### config.mk
export PLATFORM = sky130hd
export DESIGN_NAME = pmc_top
export DESIGN_NICKNAME = d
export VERILOG_FILES = /design/src/hw/pmc_pkg.sv /design/src/hw/pmc_top.sv
export SDC_FILE = /design/constraint.sdc
export NUM_CORES = 1
export LEC_CHECK = 0
export ABC_AREA = 1
export BUFFER_PORTS_ARGS = -buffer_cell sky130_fd_sc_hd__buf_2
export CAP_MARGIN = 20
export CORE_MARGIN = 2
export CORE_UTILIZATION = 47
export CTS_CLUSTER_DIAMETER = 80
export DETAILED_ROUTE_END_ITERATION = 8
export MAX_ROUTING_LAYER = met4
export PLACE_DENSITY = 0.7
export SYNTH_ARGS = -nofsm -noshare
export SYNTH_HDL_FRONTEND = slang
export SYNTH_SLANG_ARGS = --single-unit
### constraint.sdc
create_clock -name clk -period 5.75 [get_ports clk]
set_input_delay 1.15 -clock clk [delete_from_list [all_inputs] [get_ports clk]]
set_output_delay 1.15 -clock clk [all_outputs]
set_load 0.02 [all_outputs]
### src/hw/pmc_pkg.sv
// Package for the power mode, wake and reset controller
package pmc_pkg;
  localparam int NSUB = 8;
  localparam int CPU_BIT = 0;
  // Register byte offsets
  localparam logic [7:0] OFS_MODE = 8'h00;
  localparam logic [7:0] OFS_ACT_TPL = 8'h04;
  localparam logic [7:0] OFS_ALT_TPL = 8'h08;
  localparam logic [7:0] OFS_WAKE_EN = 8'h0c;
  localparam logic [7:0] OFS_TW_PER = 8'h10;
  localparam logic [7:0] OFS_WDT = 8'h14;
  localparam logic [7:0] OFS_RST_STAT = 8'h18;
  localparam logic [7:0] OFS_STATUS = 8'h1c;
  // Mode command codes in the mode register
  localparam logic [1:0] CMD_ACTIVE = 2'h0;
  localparam logic [1:0] CMD_ALT = 2'h1;
  localparam logic [1:0] CMD_SLEEP = 2'h2;
  localparam logic [1:0] CMD_HIB = 2'h3;
  // Wake enable field positions
  localparam int WK_PERIPH = 0;
  localparam int WK_SUPV = 1;
  localparam int WK_TW = 2;
  localparam int WK_PIN = 3;
  localparam int WK_NUM = 4;
  // Reset status positions
  localparam int RS_EXT_RESET_N = 0;
  localparam int RS_WDT = 1;
  localparam int RS_PRECISE_LOWVOLT_RESET = 2;
  localparam int RS_SUPV = 3;
  localparam int RS_NUM = 4;
  // Reset values
  localparam logic [7:0] ACT_TPL_RST = 8'hff;
  localparam logic [7:0] ALT_TPL_RST = 8'hfc;
  localparam logic [3:0] WAKE_EN_RST = 4'h0;
  localparam logic [15:0] TW_PER_RST = 16'hffff;
  // Timing
  localparam int CLK_MHZ = 100;
  localparam int SLEEP_RESUME_US = 15;
  localparam int HIB_RESUME_MAX_US = 100;
  localparam int SLEEP_CYC = SLEEP_RESUME_US * CLK_MHZ;
  localparam int HIB_CYC = HIB_RESUME_MAX_US * CLK_MHZ / 2;
  // Global power states
  typedef enum logic [4:0] {
    PMC_ACTIVE = 5'h01,
    PMC_ALT = 5'h02,
    PMC_SLEEP = 5'h04,
    PMC_HIB = 5'h08,
    PMC_RESUME = 5'h10
  } pmc_state_e;
endpackage : pmc_pkg

### src/hw/pmc_top.sv
// Power mode, wake source and reset controller with AXI4-Lite registers
//
// The AXI4-Lite interface to the registers and the placing of the registers were decided locally.
`timescale 1ns/1ps
module pmc_top
  import pmc_pkg::*;
#(
  parameter int SLEEP_CYCLES = SLEEP_CYC,
  parameter int HIB_CYCLES = HIB_CYC
) (
  // Clock and reset
  input wire logic clk,
  input wire logic reset,
  // AXI4-Lite slave
  input wire logic [7:0] s_axi_awaddr,
  input wire logic s_axi_awvalid,
  output logic s_axi_awready,
  input wire logic [31:0] s_axi_wdata,
  input wire logic [3:0] s_axi_wstrb,
  input wire logic s_axi_wvalid,
  output logic s_axi_wready,
  output logic [1:0] s_axi_bresp,
  output logic s_axi_bvalid,
  input wire logic s_axi_bready,
  input wire logic [7:0] s_axi_araddr,
  input wire logic s_axi_arvalid,
  output logic s_axi_arready,
  output logic [31:0] s_axi_rdata,
  output logic [1:0] s_axi_rresp,
  output logic s_axi_rvalid,
  input wire logic s_axi_rready,
  // Reset and wake sources
  input wire logic ext_reset_n,
  input wire logic watchdog_reset,
  input wire logic precise_lowvolt_reset,
  input wire logic periph_irq,
  input wire logic supv_irq,
  input wire logic pin_irq,
  // Outputs
  output logic [NSUB-1:0] sub_clk_en,
  output logic device_reset,
  output logic hib_retain,
  output logic watchdog_en,
  output logic timewheel_irq,
  output logic [4:0] power_state
);

  ////////////////////////////////////////////////////////////////////////////
  // Synchronise the external reset pin; reset is taken on the agreed level
  logic [2:0] ext_reset_n_sync_reg;
  logic ext_reset_n_low_reg;
  always_ff @(posedge clk or posedge reset) begin
    if (reset) begin
      ext_reset_n_sync_reg <= 3'h7;
      ext_reset_n_low_reg <= 1'b0;
    end else begin
      ext_reset_n_sync_reg <= {ext_reset_n_sync_reg[1:0], ext_reset_n};
      if (ext_reset_n_sync_reg[2] == ext_reset_n_sync_reg[1]) begin
        ext_reset_n_low_reg <= ~ext_reset_n_sync_reg[1];
      end
    end
  end

  // Any device reset source; reinitialises the configuration, timewheel, processor force and power state, but not the status or watchdog enable
  wire dev_rst = ext_reset_n_low_reg | watchdog_reset | precise_lowvolt_reset;

  ////////////////////////////////////////////////////////////////////////////
  // AXI4-Lite handshake: take address and data in either order
  logic aw_hold_reg, w_hold_reg;
  logic [7:0] aw_addr_reg;
  logic [31:0] w_data_reg;
  logic [3:0] w_strb_reg;
  logic bvalid_reg, rvalid_reg;
  logic [31:0] rdata_reg;
  logic [1:0] bresp_reg, rresp_reg;

  assign s_axi_awready = ~aw_hold_reg & ~bvalid_reg;
  assign s_axi_wready = ~w_hold_reg & ~bvalid_reg;
  assign s_axi_arready = ~rvalid_reg;
  assign s_axi_bvalid = bvalid_reg;
  assign s_axi_bresp = bresp_reg;
  assign s_axi_rvalid = rvalid_reg;
  assign s_axi_rdata = rdata_reg;
  assign s_axi_rresp = rresp_reg;

  wire aw_now = aw_hold_reg | (s_axi_awvalid & s_axi_awready);
  wire w_now = w_hold_reg | (s_axi_wvalid & s_axi_wready);
  wire [7:0] wr_addr = aw_hold_reg ? aw_addr_reg : s_axi_awaddr;
  wire [31:0] wr_data = w_hold_reg ? w_data_reg : s_axi_wdata;
  wire [3:0] wr_strb = w_hold_reg ? w_strb_reg : s_axi_wstrb;
  wire wr_fire = aw_now & w_now & ~bvalid_reg;
  wire wr_lane0 = wr_fire & wr_strb[0];
  wire wr_lane1 = wr_fire & wr_strb[1];
  wire wr_mode = wr_lane0 & (wr_addr == OFS_MODE);
  wire wr_act = wr_lane0 & (wr_addr == OFS_ACT_TPL);
  wire wr_alt = wr_lane0 & (wr_addr == OFS_ALT_TPL);
  wire wr_wken = wr_lane0 & (wr_addr == OFS_WAKE_EN);
  wire wr_tw_lo = wr_lane0 & (wr_addr == OFS_TW_PER);
  wire wr_tw_hi = wr_lane1 & (wr_addr == OFS_TW_PER);
  wire wr_wdt = wr_lane0 & (wr_addr == OFS_WDT);
  wire wr_mapped = (wr_addr[7:2] <= OFS_STATUS[7:2]) & (wr_addr[1:0] == 2'h0);

  always_ff @(posedge clk or posedge reset) begin
    if (reset) begin
      aw_hold_reg <= 1'b0;
      w_hold_reg <= 1'b0;
      aw_addr_reg <= 8'h00;
      w_data_reg <= 32'h0;
      w_strb_reg <= 4'h0;
      bvalid_reg <= 1'b0;
      bresp_reg <= 2'h0;
    end else begin
      if (s_axi_awvalid & s_axi_awready & ~wr_fire) begin
        aw_hold_reg <= 1'b1;
        aw_addr_reg <= s_axi_awaddr;
      end
      if (s_axi_wvalid & s_axi_wready & ~wr_fire) begin
        w_hold_reg <= 1'b1;
        w_data_reg <= s_axi_wdata;
        w_strb_reg <= s_axi_wstrb;
      end
      if (wr_fire) begin
        aw_hold_reg <= 1'b0;
        w_hold_reg <= 1'b0;
        bvalid_reg <= 1'b1;
        bresp_reg <= wr_mapped ? 2'h0 : 2'h2;
      end else if (s_axi_bready) begin
        bvalid_reg <= 1'b0;
      end
    end
  end

  ////////////////////////////////////////////////////////////////////////////
  // Configuration registers; device reset restores them to defaults, except the watchdog enable
  logic [NSUB-1:0] act_tpl_reg, alt_tpl_reg;
  logic [WK_NUM-1:0] wake_en_reg;
  logic [15:0] tw_per_reg;
  logic [1:0] mode_cmd_reg;
  logic mode_go_reg;
  logic wdt_en_reg;

  always_ff @(posedge clk or posedge reset) begin
    if (reset) begin
      act_tpl_reg <= ACT_TPL_RST;
      alt_tpl_reg <= ALT_TPL_RST;
      wake_en_reg <= WAKE_EN_RST;
      tw_per_reg <= TW_PER_RST;
      mode_cmd_reg <= CMD_ACTIVE;
      mode_go_reg <= 1'b0;
    end else if (dev_rst) begin
      act_tpl_reg <= ACT_TPL_RST;
      alt_tpl_reg <= ALT_TPL_RST;
      wake_en_reg <= WAKE_EN_RST;
      tw_per_reg <= TW_PER_RST;
      mode_cmd_reg <= CMD_ACTIVE;
      mode_go_reg <= 1'b0;
    end else begin
      mode_go_reg <= wr_mode;
      if (wr_mode) mode_cmd_reg <= wr_data[1:0];
      if (wr_act) act_tpl_reg <= wr_data[NSUB-1:0];
      if (wr_alt) alt_tpl_reg <= wr_data[NSUB-1:0];
      if (wr_wken) wake_en_reg <= wr_data[WK_NUM-1:0];
      if (wr_tw_lo) tw_per_reg[7:0] <= wr_data[7:0];
      if (wr_tw_hi) tw_per_reg[15:8] <= wr_data[15:8];
    end
  end

  // Watchdog enable is sticky; only power-on reset clears it
  always_ff @(posedge clk or posedge reset) begin
    if (reset) begin
      wdt_en_reg <= 1'b0;
    end else if (wr_wdt & wr_data[0]) begin
      wdt_en_reg <= 1'b1;
    end
  end

  ////////////////////////////////////////////////////////////////////////////
  // Central timewheel: one-cycle pulse every tw_per_reg + 1 cycles
  logic [15:0] tw_cnt_reg;
  logic tw_pulse_reg;
  always_ff @(posedge clk or posedge reset) begin
    if (reset) begin
      tw_cnt_reg <= 16'h0;
      tw_pulse_reg <= 1'b0;
    end else if (dev_rst || tw_cnt_reg >= tw_per_reg) begin
      tw_cnt_reg <= 16'h0;
      tw_pulse_reg <= ~dev_rst;
    end else begin
      tw_cnt_reg <= tw_cnt_reg + 16'h1;
      tw_pulse_reg <= 1'b0;
    end
  end

  ////////////////////////////////////////////////////////////////////////////
  // Wake qualification; hibernate passes only the pin interrupt
  pmc_state_e state_reg, state_next;
  wire [WK_NUM-1:0] wk_raw = {pin_irq, tw_pulse_reg, supv_irq, periph_irq};
  wire [WK_NUM-1:0] wk_hib_mask = WK_NUM'(1) << WK_PIN;
  wire in_hib = (state_reg == PMC_HIB);
  wire [WK_NUM-1:0] wk_ok = wk_raw & wake_en_reg
                            & (in_hib ? wk_hib_mask : {WK_NUM{1'b1}});
  wire wk_irq = |wk_ok;
  // Reset events wake too; the reset itself then restores active
  wire wk_rst = watchdog_reset | precise_lowvolt_reset | ext_reset_n_low_reg;

  // Latched wake requests waiting for active mode
  logic wk_pend_reg;
  logic [NSUB-1:0] cpu_force_reg;
  logic [31:0] res_cnt_reg;
  wire res_done = (state_reg == PMC_RESUME) && (res_cnt_reg == 32'h0);
  always_ff @(posedge clk or posedge reset) begin
    if (reset) begin
      wk_pend_reg <= 1'b0;
    end else if (wk_irq && state_reg == PMC_RESUME) begin
      wk_pend_reg <= 1'b1;
    end else if (state_reg == PMC_ACTIVE) begin
      wk_pend_reg <= 1'b0;
    end
  end

  ////////////////////////////////////////////////////////////////////////////
  // Global power state machine; boots and resets into active
  always_comb begin
    state_next = state_reg;
    case (state_reg)
      PMC_ACTIVE, PMC_ALT: begin
        if (mode_go_reg) begin
          case (mode_cmd_reg)
            CMD_ALT: state_next = PMC_ALT;
            CMD_SLEEP: state_next = PMC_SLEEP;
            CMD_HIB: state_next = PMC_HIB;
            default: state_next = PMC_ACTIVE;
          endcase
        end
        if (wk_irq) state_next = PMC_ACTIVE;
      end
      PMC_SLEEP, PMC_HIB: begin
        if (wk_irq) state_next = PMC_RESUME;
      end
      PMC_RESUME: begin
        if (res_done) state_next = PMC_ACTIVE;
      end
      default: state_next = PMC_ACTIVE;
    endcase
  end

  always_ff @(posedge clk or posedge reset) begin
    if (reset) begin
      state_reg <= PMC_ACTIVE;
      res_cnt_reg <= 32'h0;
    end else if (wk_rst) begin
      state_reg <= PMC_ACTIVE;
      res_cnt_reg <= 32'h0;
    end else begin
      state_reg <= state_next;
      if (state_reg == PMC_SLEEP && wk_irq) begin
        res_cnt_reg <= 32'(SLEEP_CYCLES - 1);
      end else if (state_reg == PMC_HIB && wk_irq) begin
        res_cnt_reg <= 32'(HIB_CYCLES - 1);
      end else if (res_cnt_reg != 32'h0) begin
        res_cnt_reg <= res_cnt_reg - 32'h1;
      end
    end
  end

  // Processor forced on from a wakeup until firmware rewrites the template;
  // a wake in the same cycle as the rewrite wins so it is never lost
  always_ff @(posedge clk or posedge reset) begin
    if (reset) begin
      cpu_force_reg <= '0;
    end else if (dev_rst) begin
      cpu_force_reg <= '0;
    end else if (wk_irq || wk_pend_reg || res_done) begin
      cpu_force_reg[CPU_BIT] <= 1'b1;
    end else if (wr_act) begin
      cpu_force_reg <= '0;
    end
  end

  ////////////////////////////////////////////////////////////////////////////
  // Subsystem clock enables per state; retention hold in hibernate
  logic [NSUB-1:0] sub_en_reg;
  logic hib_reg;
  always_ff @(posedge clk or posedge reset) begin
    if (reset) begin
      sub_en_reg <= ACT_TPL_RST;
      hib_reg <= 1'b0;
    end else begin
      hib_reg <= (state_next == PMC_HIB);
      case (state_next)
        PMC_ACTIVE: sub_en_reg <= act_tpl_reg | cpu_force_reg;
        PMC_ALT: sub_en_reg <= alt_tpl_reg | cpu_force_reg;
        default: sub_en_reg <= '0;
      endcase
    end
  end

  ////////////////////////////////////////////////////////////////////////////
  // Reset status: sticky causes, cleared only by power-on reset
  logic [RS_NUM-1:0] rst_stat_reg;
  wire [RS_NUM-1:0] rs_set = {supv_irq, precise_lowvolt_reset,
                              watchdog_reset, ext_reset_n_low_reg};
  always_ff @(posedge clk or posedge reset) begin
    if (reset) begin
      rst_stat_reg <= '0;
    end else begin
      rst_stat_reg <= rst_stat_reg | rs_set;
    end
  end

  ////////////////////////////////////////////////////////////////////////////
  // Read path; reads never disturb state
  wire [31:0] rd_mux =
    (s_axi_araddr == OFS_MODE) ? {30'h0, mode_cmd_reg} :
    (s_axi_araddr == OFS_ACT_TPL) ? {24'h0, act_tpl_reg} :
    (s_axi_araddr == OFS_ALT_TPL) ? {24'h0, alt_tpl_reg} :
    (s_axi_araddr == OFS_WAKE_EN) ? {28'h0, wake_en_reg} :
    (s_axi_araddr == OFS_TW_PER) ? {16'h0, tw_per_reg} :
    (s_axi_araddr == OFS_WDT) ? {31'h0, wdt_en_reg} :
    (s_axi_araddr == OFS_RST_STAT) ? {28'h0, rst_stat_reg} :
    (s_axi_araddr == OFS_STATUS) ? {19'h0, sub_en_reg, state_reg} : 32'h0;
  wire rd_mapped = (s_axi_araddr[7:2] <= OFS_STATUS[7:2])
                   & (s_axi_araddr[1:0] == 2'h0);

  always_ff @(posedge clk or posedge reset) begin
    if (reset) begin
      rvalid_reg <= 1'b0;
      rdata_reg <= 32'h0;
      rresp_reg <= 2'h0;
    end else if (s_axi_arvalid & s_axi_arready) begin
      rvalid_reg <= 1'b1;
      rdata_reg <= rd_mux;
      rresp_reg <= rd_mapped ? 2'h0 : 2'h2;
    end else if (s_axi_rready) begin
      rvalid_reg <= 1'b0;
    end
  end

  // Outputs
  assign sub_clk_en = sub_en_reg;
  assign device_reset = dev_rst;
  assign hib_retain = hib_reg;
  assign watchdog_en = wdt_en_reg;
  assign timewheel_irq = tw_pulse_reg;
  assign power_state = state_reg;

endmodule : pmc_top

==> flow_metrics.tcl, run 1 <==
set metrics [dict create \
    r2r_end "res_cnt_reg[27]" \
    grt_usage 0.230 \
    vias 7698 \
    syn-mean-instance-area_um2 7.70 \
    max_clock_freq_mhz 328 \
    hold_depth 0 \
    antenna_found_initial 0 \
    worst_path_dominant_cell_family "simple AND/OR/NAND/NOR gates" \
    gp_congestion 0.936 \
    dr.pass1.iters 5 \
    hpwl_um 16000 \
    overflow 0 \
    cts.sinks 161 \
    drt_iter0_drc 571 \
    rrSetupSlack_ns 2.84 \
    std_cell_rows 50 \
    crit_top_cell "nand2_1" \
    synth_area_mm2 0.00887 \
    holdPathEnd "ext_reset_n_sync_reg[1]" \
    maxCapViolCount 0 \
    root_buffer "clkbuf_16" \
    synth_edf_count 0 \
    rsz0062_at_grt "false" \
    startpoint_type "primary input" \
    yosysMostFrequentCell "nand2_1" \
    r2r_start "power_state[1]" \
    viasPerCell 5.19 \
    hold_violations 0 \
    fin_setup_tns_ns 0 \
    synthCells 1152 \
    async_flop_share 1.00 \
    min_from "ext_reset_n_sync_reg[0]" \
    ys.flop_type "dfrtp_1" \
    ctsResizeCount 0 \
    synth_top_area_frac 0.336 \
    skew_ns 0.00991 \
    cts_made_buffers 17 \
    core_mm2 0.0186 \
    cts_setup_buffers 0 \
    tritoncts "yes" \
    areaGrowthSynthToFinish_pct 12.6 \
    die_h_um 141 \
    drc 0 \
    synthTopCellsByArea "dfrtp_1, dfstp_2, nand2_1" \
    yosysTopAreaCell "dfrtp_1" \
    yosys.cell_types.count 47 \
    ant_nets 0 \
    drive_above_1_share 0.171 \
    leakage_uw 0.00520 \
    slowest_delay_ns 0.76 \
    worst_r2r_path_depth 8 \
    finalCritPeriodShare 0.531 \
    fin_crit_ns 3.05 \
    clock_latency_ns 0.43 \
    yosys-top-cells-count "nand2_1, nor2_1, inv_1" \
    cp_cell_sequence "buf_2 -> nand2_1 -> nand3_1 -> nand2_1 -> nand2_1 -> nand2_1 -> nand2_1 -> nor2_1 -> nor3_1" \
    whs_ns 0.358 \
    largest_register_ffs 32 \
    hold_class "reg2reg" \
    slowest_stage "nor2_1" \
    path_buf_inv 1 \
    grt_max_degree 76 \
    dieArea_mm2 0.0200 \
    path_clk_slew_ns 0.07 \
    yosysWarnings 0 \
    vdd_drop_max_uv 216 \
    antenna_cells 0 \
    endpoint_kind "flop" \
    yosysSeqAreaShare 0.460 \
    cts_buffer_depth 2 \
    grt_pass1_wl_um 35700 \
    wl_um 21700 \
    drt-wirelength-per-cell_um 14.6 \
    nets 1319 \
    grt_pass1_vias 7008 \
    critPathArrivalTime_ns 3.32 \
    ys_seq_elements 161 \
    path_class "in2reg" \
    powerDensity_mw_per_mm2 336 \
    holdBufCountCts 0 \
    htree_levels 4 \
    dieWidth_um 141 \
    initial_core_util 0.476 \
    crit_fanout 21 \
    slew_violations 0 \
    setup_viol 0 \
    required_ns 6.02 \
    max_slew_margin 0.398 \
    status "finished clean" \
    worstMarginPinSlew_ns 0.899 \
    io_buffers 86 \
    crit_cells 9 \
    finalPower_uw 3360 \
    num_io_pins 123 \
]
[cells by family (layout without fill, tap and decap cells)]
| family | after synthesis | in the layout | share of synthesized area |
|---|---|---|---|
| xor+xnor | 18 | 18 | 0.0178 |
| other cells | 1 | 18 | 0.000423 |
| compound gates | 192 | 192 | 0.118 |
| mux | 4 | 4 | 0.00508 |
| simple gates | 557 | 557 | 0.274 |
| buf+inv | 200 | 279 | 0.0980 |
| fa+ha+maj | 19 | 19 | 0.0268 |
| flops | 161 | 161 | 0.460 |
[how the worst max path moves through the flow]
stage / start / endpoint / slack, ns
final: supv_irq / res_cnt_reg[27] / 2.70
after global routing: periph_irq / res_cnt_reg[27] / 2.41
after CTS: supv_irq / res_cnt_reg[27] / 2.78
after detailed placement: supv_irq / res_cnt_reg[15] / 2.33
after global placement: periph_irq / res_cnt_reg[27] / 2.32
after floorplan: reset / alt_tpl_reg[0] / 0.32
[through the flow]
step / worst slack (ns) / instances / cell area, µm² / utilization
6_report: 2.70 / 1482 / 9990 / 0.536
4_1_cts: 2.78 / 1481 / 9980 / 0.535
2_1_floorplan: 0.321 / 1169 / 8940 / -
3_5_place_dp: 2.33 / 1449 / 9430 / 0.506
5_1_grt: 2.41 / 1482 / 9990 / 0.536
3_3_place_gp: 2.32 / 1448 / 9420 / 0.505
[placed cells by master (no fill, tap or decap), types with 17 or more instances in the layout]
master	instances
nand2_1	248
nor2_1	160
inv_1	150
dfrtp_1	119
o21ai_0	87
buf_2	86
nand3_1	66
a21oi_1	59
dfstp_2	42
nand4_1	26
ha_1	19
conb_1	18
clkbuf_16	17
[cell type report]
type,count,area (µm²)
fillers,1779,8650
flip-flops and latches,161,4080
multi-input cells,808,3990
inverters,153,579
repair buffers,94,500
clock buffers,18,429
well taps,234,293
clock inverters,14,123
[power by group]
group / internal, µW / switching (µW)
clock: 568 / 506
sequential: 1300 / 93.8
combinational: 285 / 606
total: 2150 / 1210
[worst register-to-register path, cell delays in order (launching register included)]
cell and delay, ns:
dfrtp_1 0.45, nor2_2 0.19, nand4_2 0.15, nand2_1 0.09, nand2_1 0.14, nand2_1 0.61, nand2_1 0.25, nor2_1 0.76
nor3_1 0.12
[per-layer routing]
layer,GRT usage,part of all wire,up-vias
met3,0.0358,0.059,39
met2,0.327,0.43,249
met1,0.336,0.49,3565
li1,-,-,3845
met4,0.0789,0.024,0
met5,-,0,-
(Power assumes the default switching activity.)
==> run 2: changes to the inputs <==
--- a/config.mk
+++ b/config.mk
@@ -13,7 +13,7 @@
 export CTS_CLUSTER_DIAMETER = 80
 export DETAILED_ROUTE_END_ITERATION = 8
 export MAX_ROUTING_LAYER = met4
-export PLACE_DENSITY = 0.7
+export PLACE_DENSITY = 0.67
 export SYNTH_ARGS = -nofsm -noshare
 export SYNTH_HDL_FRONTEND = slang
 export SYNTH_SLANG_ARGS = --single-unit
==> constraint.sdc (replaced) <==
create_clock -name clk -period 3 [get_ports clk]
set_input_delay 0.6 -clock clk [delete_from_list [all_inputs] [get_ports clk]]
set_output_delay 0.6 -clock clk [all_outputs]
set_load 0.02 [all_outputs]
==> flow_metrics.tcl, run 2 (synthesis results as in run 1) <==
set metrics [dict create \
    clock_latency_ns 0.43 \
    ctsResizeCount 0 \
    largest_register_ffs 32 \
    hold_class "in2async" \
    root_buffer "clkbuf_16" \
    grt_pass1_vias 7130 \
    fin_crit_ns 2.41 \
    skew_ns 0.0123 \
    vias 7628 \
    powerDensity_mw_per_mm2 652 \
    gp_congestion 0.953 \
    dr.pass1.iters 6 \
    maxCapViolCount 0 \
    io_buffers 86 \
    setup_viol 0 \
    hold_violations 0 \
    crit_fanout 23 \
    core_mm2 0.0186 \
    startpoint_type "flop" \
    slowest_stage "inv_1" \
    critPathArrivalTime_ns 1.81 \
    vdd_drop_max_uv 553 \
    antenna_cells 0 \
    holdBufCountCts 0 \
    status "finished clean" \
    drc 0 \
    nets 1328 \
    dieWidth_um 141 \
    htree_levels 4 \
    wl_met1_um 10900 \
    rsz0062_at_grt "false" \
    highest_layer "met4" \
    finalCritPeriodShare 0.803 \
    endpoint_kind "primary output" \
    cts_made_buffers 17 \
    wl_met2_um 9330 \
    cts_buffer_depth 2 \
    antenna_found_initial 0 \
    std_cell_rows 50 \
    viasPerCell 5.12 \
    worstMarginPinSlew_ns 0.832 \
    path_clk_slew_ns 0.07 \
    fin_setup_tns_ns 0 \
    wl_um 21600 \
    max_slew_margin 0.445 \
    drive_above_1_share 0.177 \
    overflow 0 \
    grt_usage 0.234 \
    grt_max_degree 58 \
    finalPower_uw 6590 \
    num_io_pins 123 \
    required_ns 2.40 \
    wl_met3_um 1070 \
    hpwl_um 16200 \
    tritoncts "yes" \
    fin_cells 1491 \
    ant_nets 0 \
    drt_iter0_drc 558 \
    final_common_cell "nand2_1" \
    die_h_um 141 \
    worst_path_dominant_cell_family "buffers and inverters" \
    drt-wirelength-per-cell_um 14.5 \
    cts.sinks 161 \
    place_inst 1459 \
    initial_core_util 0.476 \
    slew_violations 0 \
    areaGrowthSynthToFinish_pct 14.0 \
    max_clock_freq_mhz 415 \
    dieArea_mm2 0.0200 \
    grt_pass1_wl_um 36000 \
    cp_cell_sequence "nor3_4 -> inv_1 -> buf_2" \
    path_class "reg2out" \
    slowest_delay_ns 0.61 \
    mostFrequentLayoutCells "nand2_1, nor2_1, inv_1, dfrtp_1, o21ai_0" \
    leakage_uw 0.00527 \
    cts_setup_buffers 0 \
    path_buf_inv 2 \
    utilization 0.543 \
]
==> run 2: cell count changes in the layout (fill, tap and decap cells not counted) <==
| cell | previous run | this run |
|---|---|---|
| clkinvlp_4 | 3 | 2 |
| clkdlybuf4s18_2 | 1 | 0 |
| bufinv_16 | 0 | 2 |
| buf_4 | 6 | 15 |
| buf_8 | 1 | 0 |
| clkinv_4 | 2 | 1 |
| buf_12 | 0 | 2 |
==> run 2: worst paths after layout <==
| path | to | startpoint | depth (start not counted) | slack, ns |
|---|---|---|---|---|
| min | aw_hold_reg | reset | 2 | 0.24 |
| max in group asynchronous | ext_reset_n_sync_reg[0] | reset | 3 | 2.03 |
| max reg2reg | res_cnt_reg[4] | res_cnt_reg[8] | 8 | 0.83 |
| max | device_reset | ext_reset_n_low_reg | 3 | 0.59 |
| min in group clk | ext_reset_n_sync_reg[0] | ext_reset_n | 1 | 0.29 |
| min reg2reg | ext_reset_n_sync_reg[1] | ext_reset_n_sync_reg[0] | 0 | 0.36 |
==> run 2: report_power, final <==
group / leakage [µW] / switching [µW] / total, µW / internal, µW
logic: 0.00297 / 1160 / 1710 / 552
clock network: 0.000292 / 958 / 2220 / 1260
registers: 0.00201 / 183 / 2670 / 2490
==> run 2: routing by layer <==
metal,GRT usage,up-vias
met5,-,-
met2,0.338,213
met3,0.0375,22
met4,0.0737,0
met1,0.339,3528
li1,-,3865
==> run 2: layout make-up <==
type | count | area [µm²]
fill | 1816 | 8520
tap | 234 | 293
clock buffer | 18 | 429
sequential | 161 | 4080
inverter | 153 | 578
timing repair buffer | 103 | 583
multi-input combinational | 808 | 3990
clock inverter | 14 | 168
==> run 2: per-stage QoR <==
step,worst slack [ns],cell area (µm²),hold slack [ns]
5_1_grt,0.489,10100,0.259
3_3_place_gp,0.731,9520,0.347
2_1_floorplan,0.391,8940,0.345
4_1_cts,0.575,10100,0.258
6_report,0.590,10100,0.239
3_5_place_dp,0.735,9520,0.356
==> run 2: worst reg2reg max path, stage by stage (launching register included) <==
cell and delay, ns:
dfrtp_1 0.41, nor2_1 0.25, nand2_1 0.11, nor2_1 0.27, nand2_1 0.12, nor2_1 0.25
nand3_2 0.29, nand2_1 0.27, a21oi_1 0.08
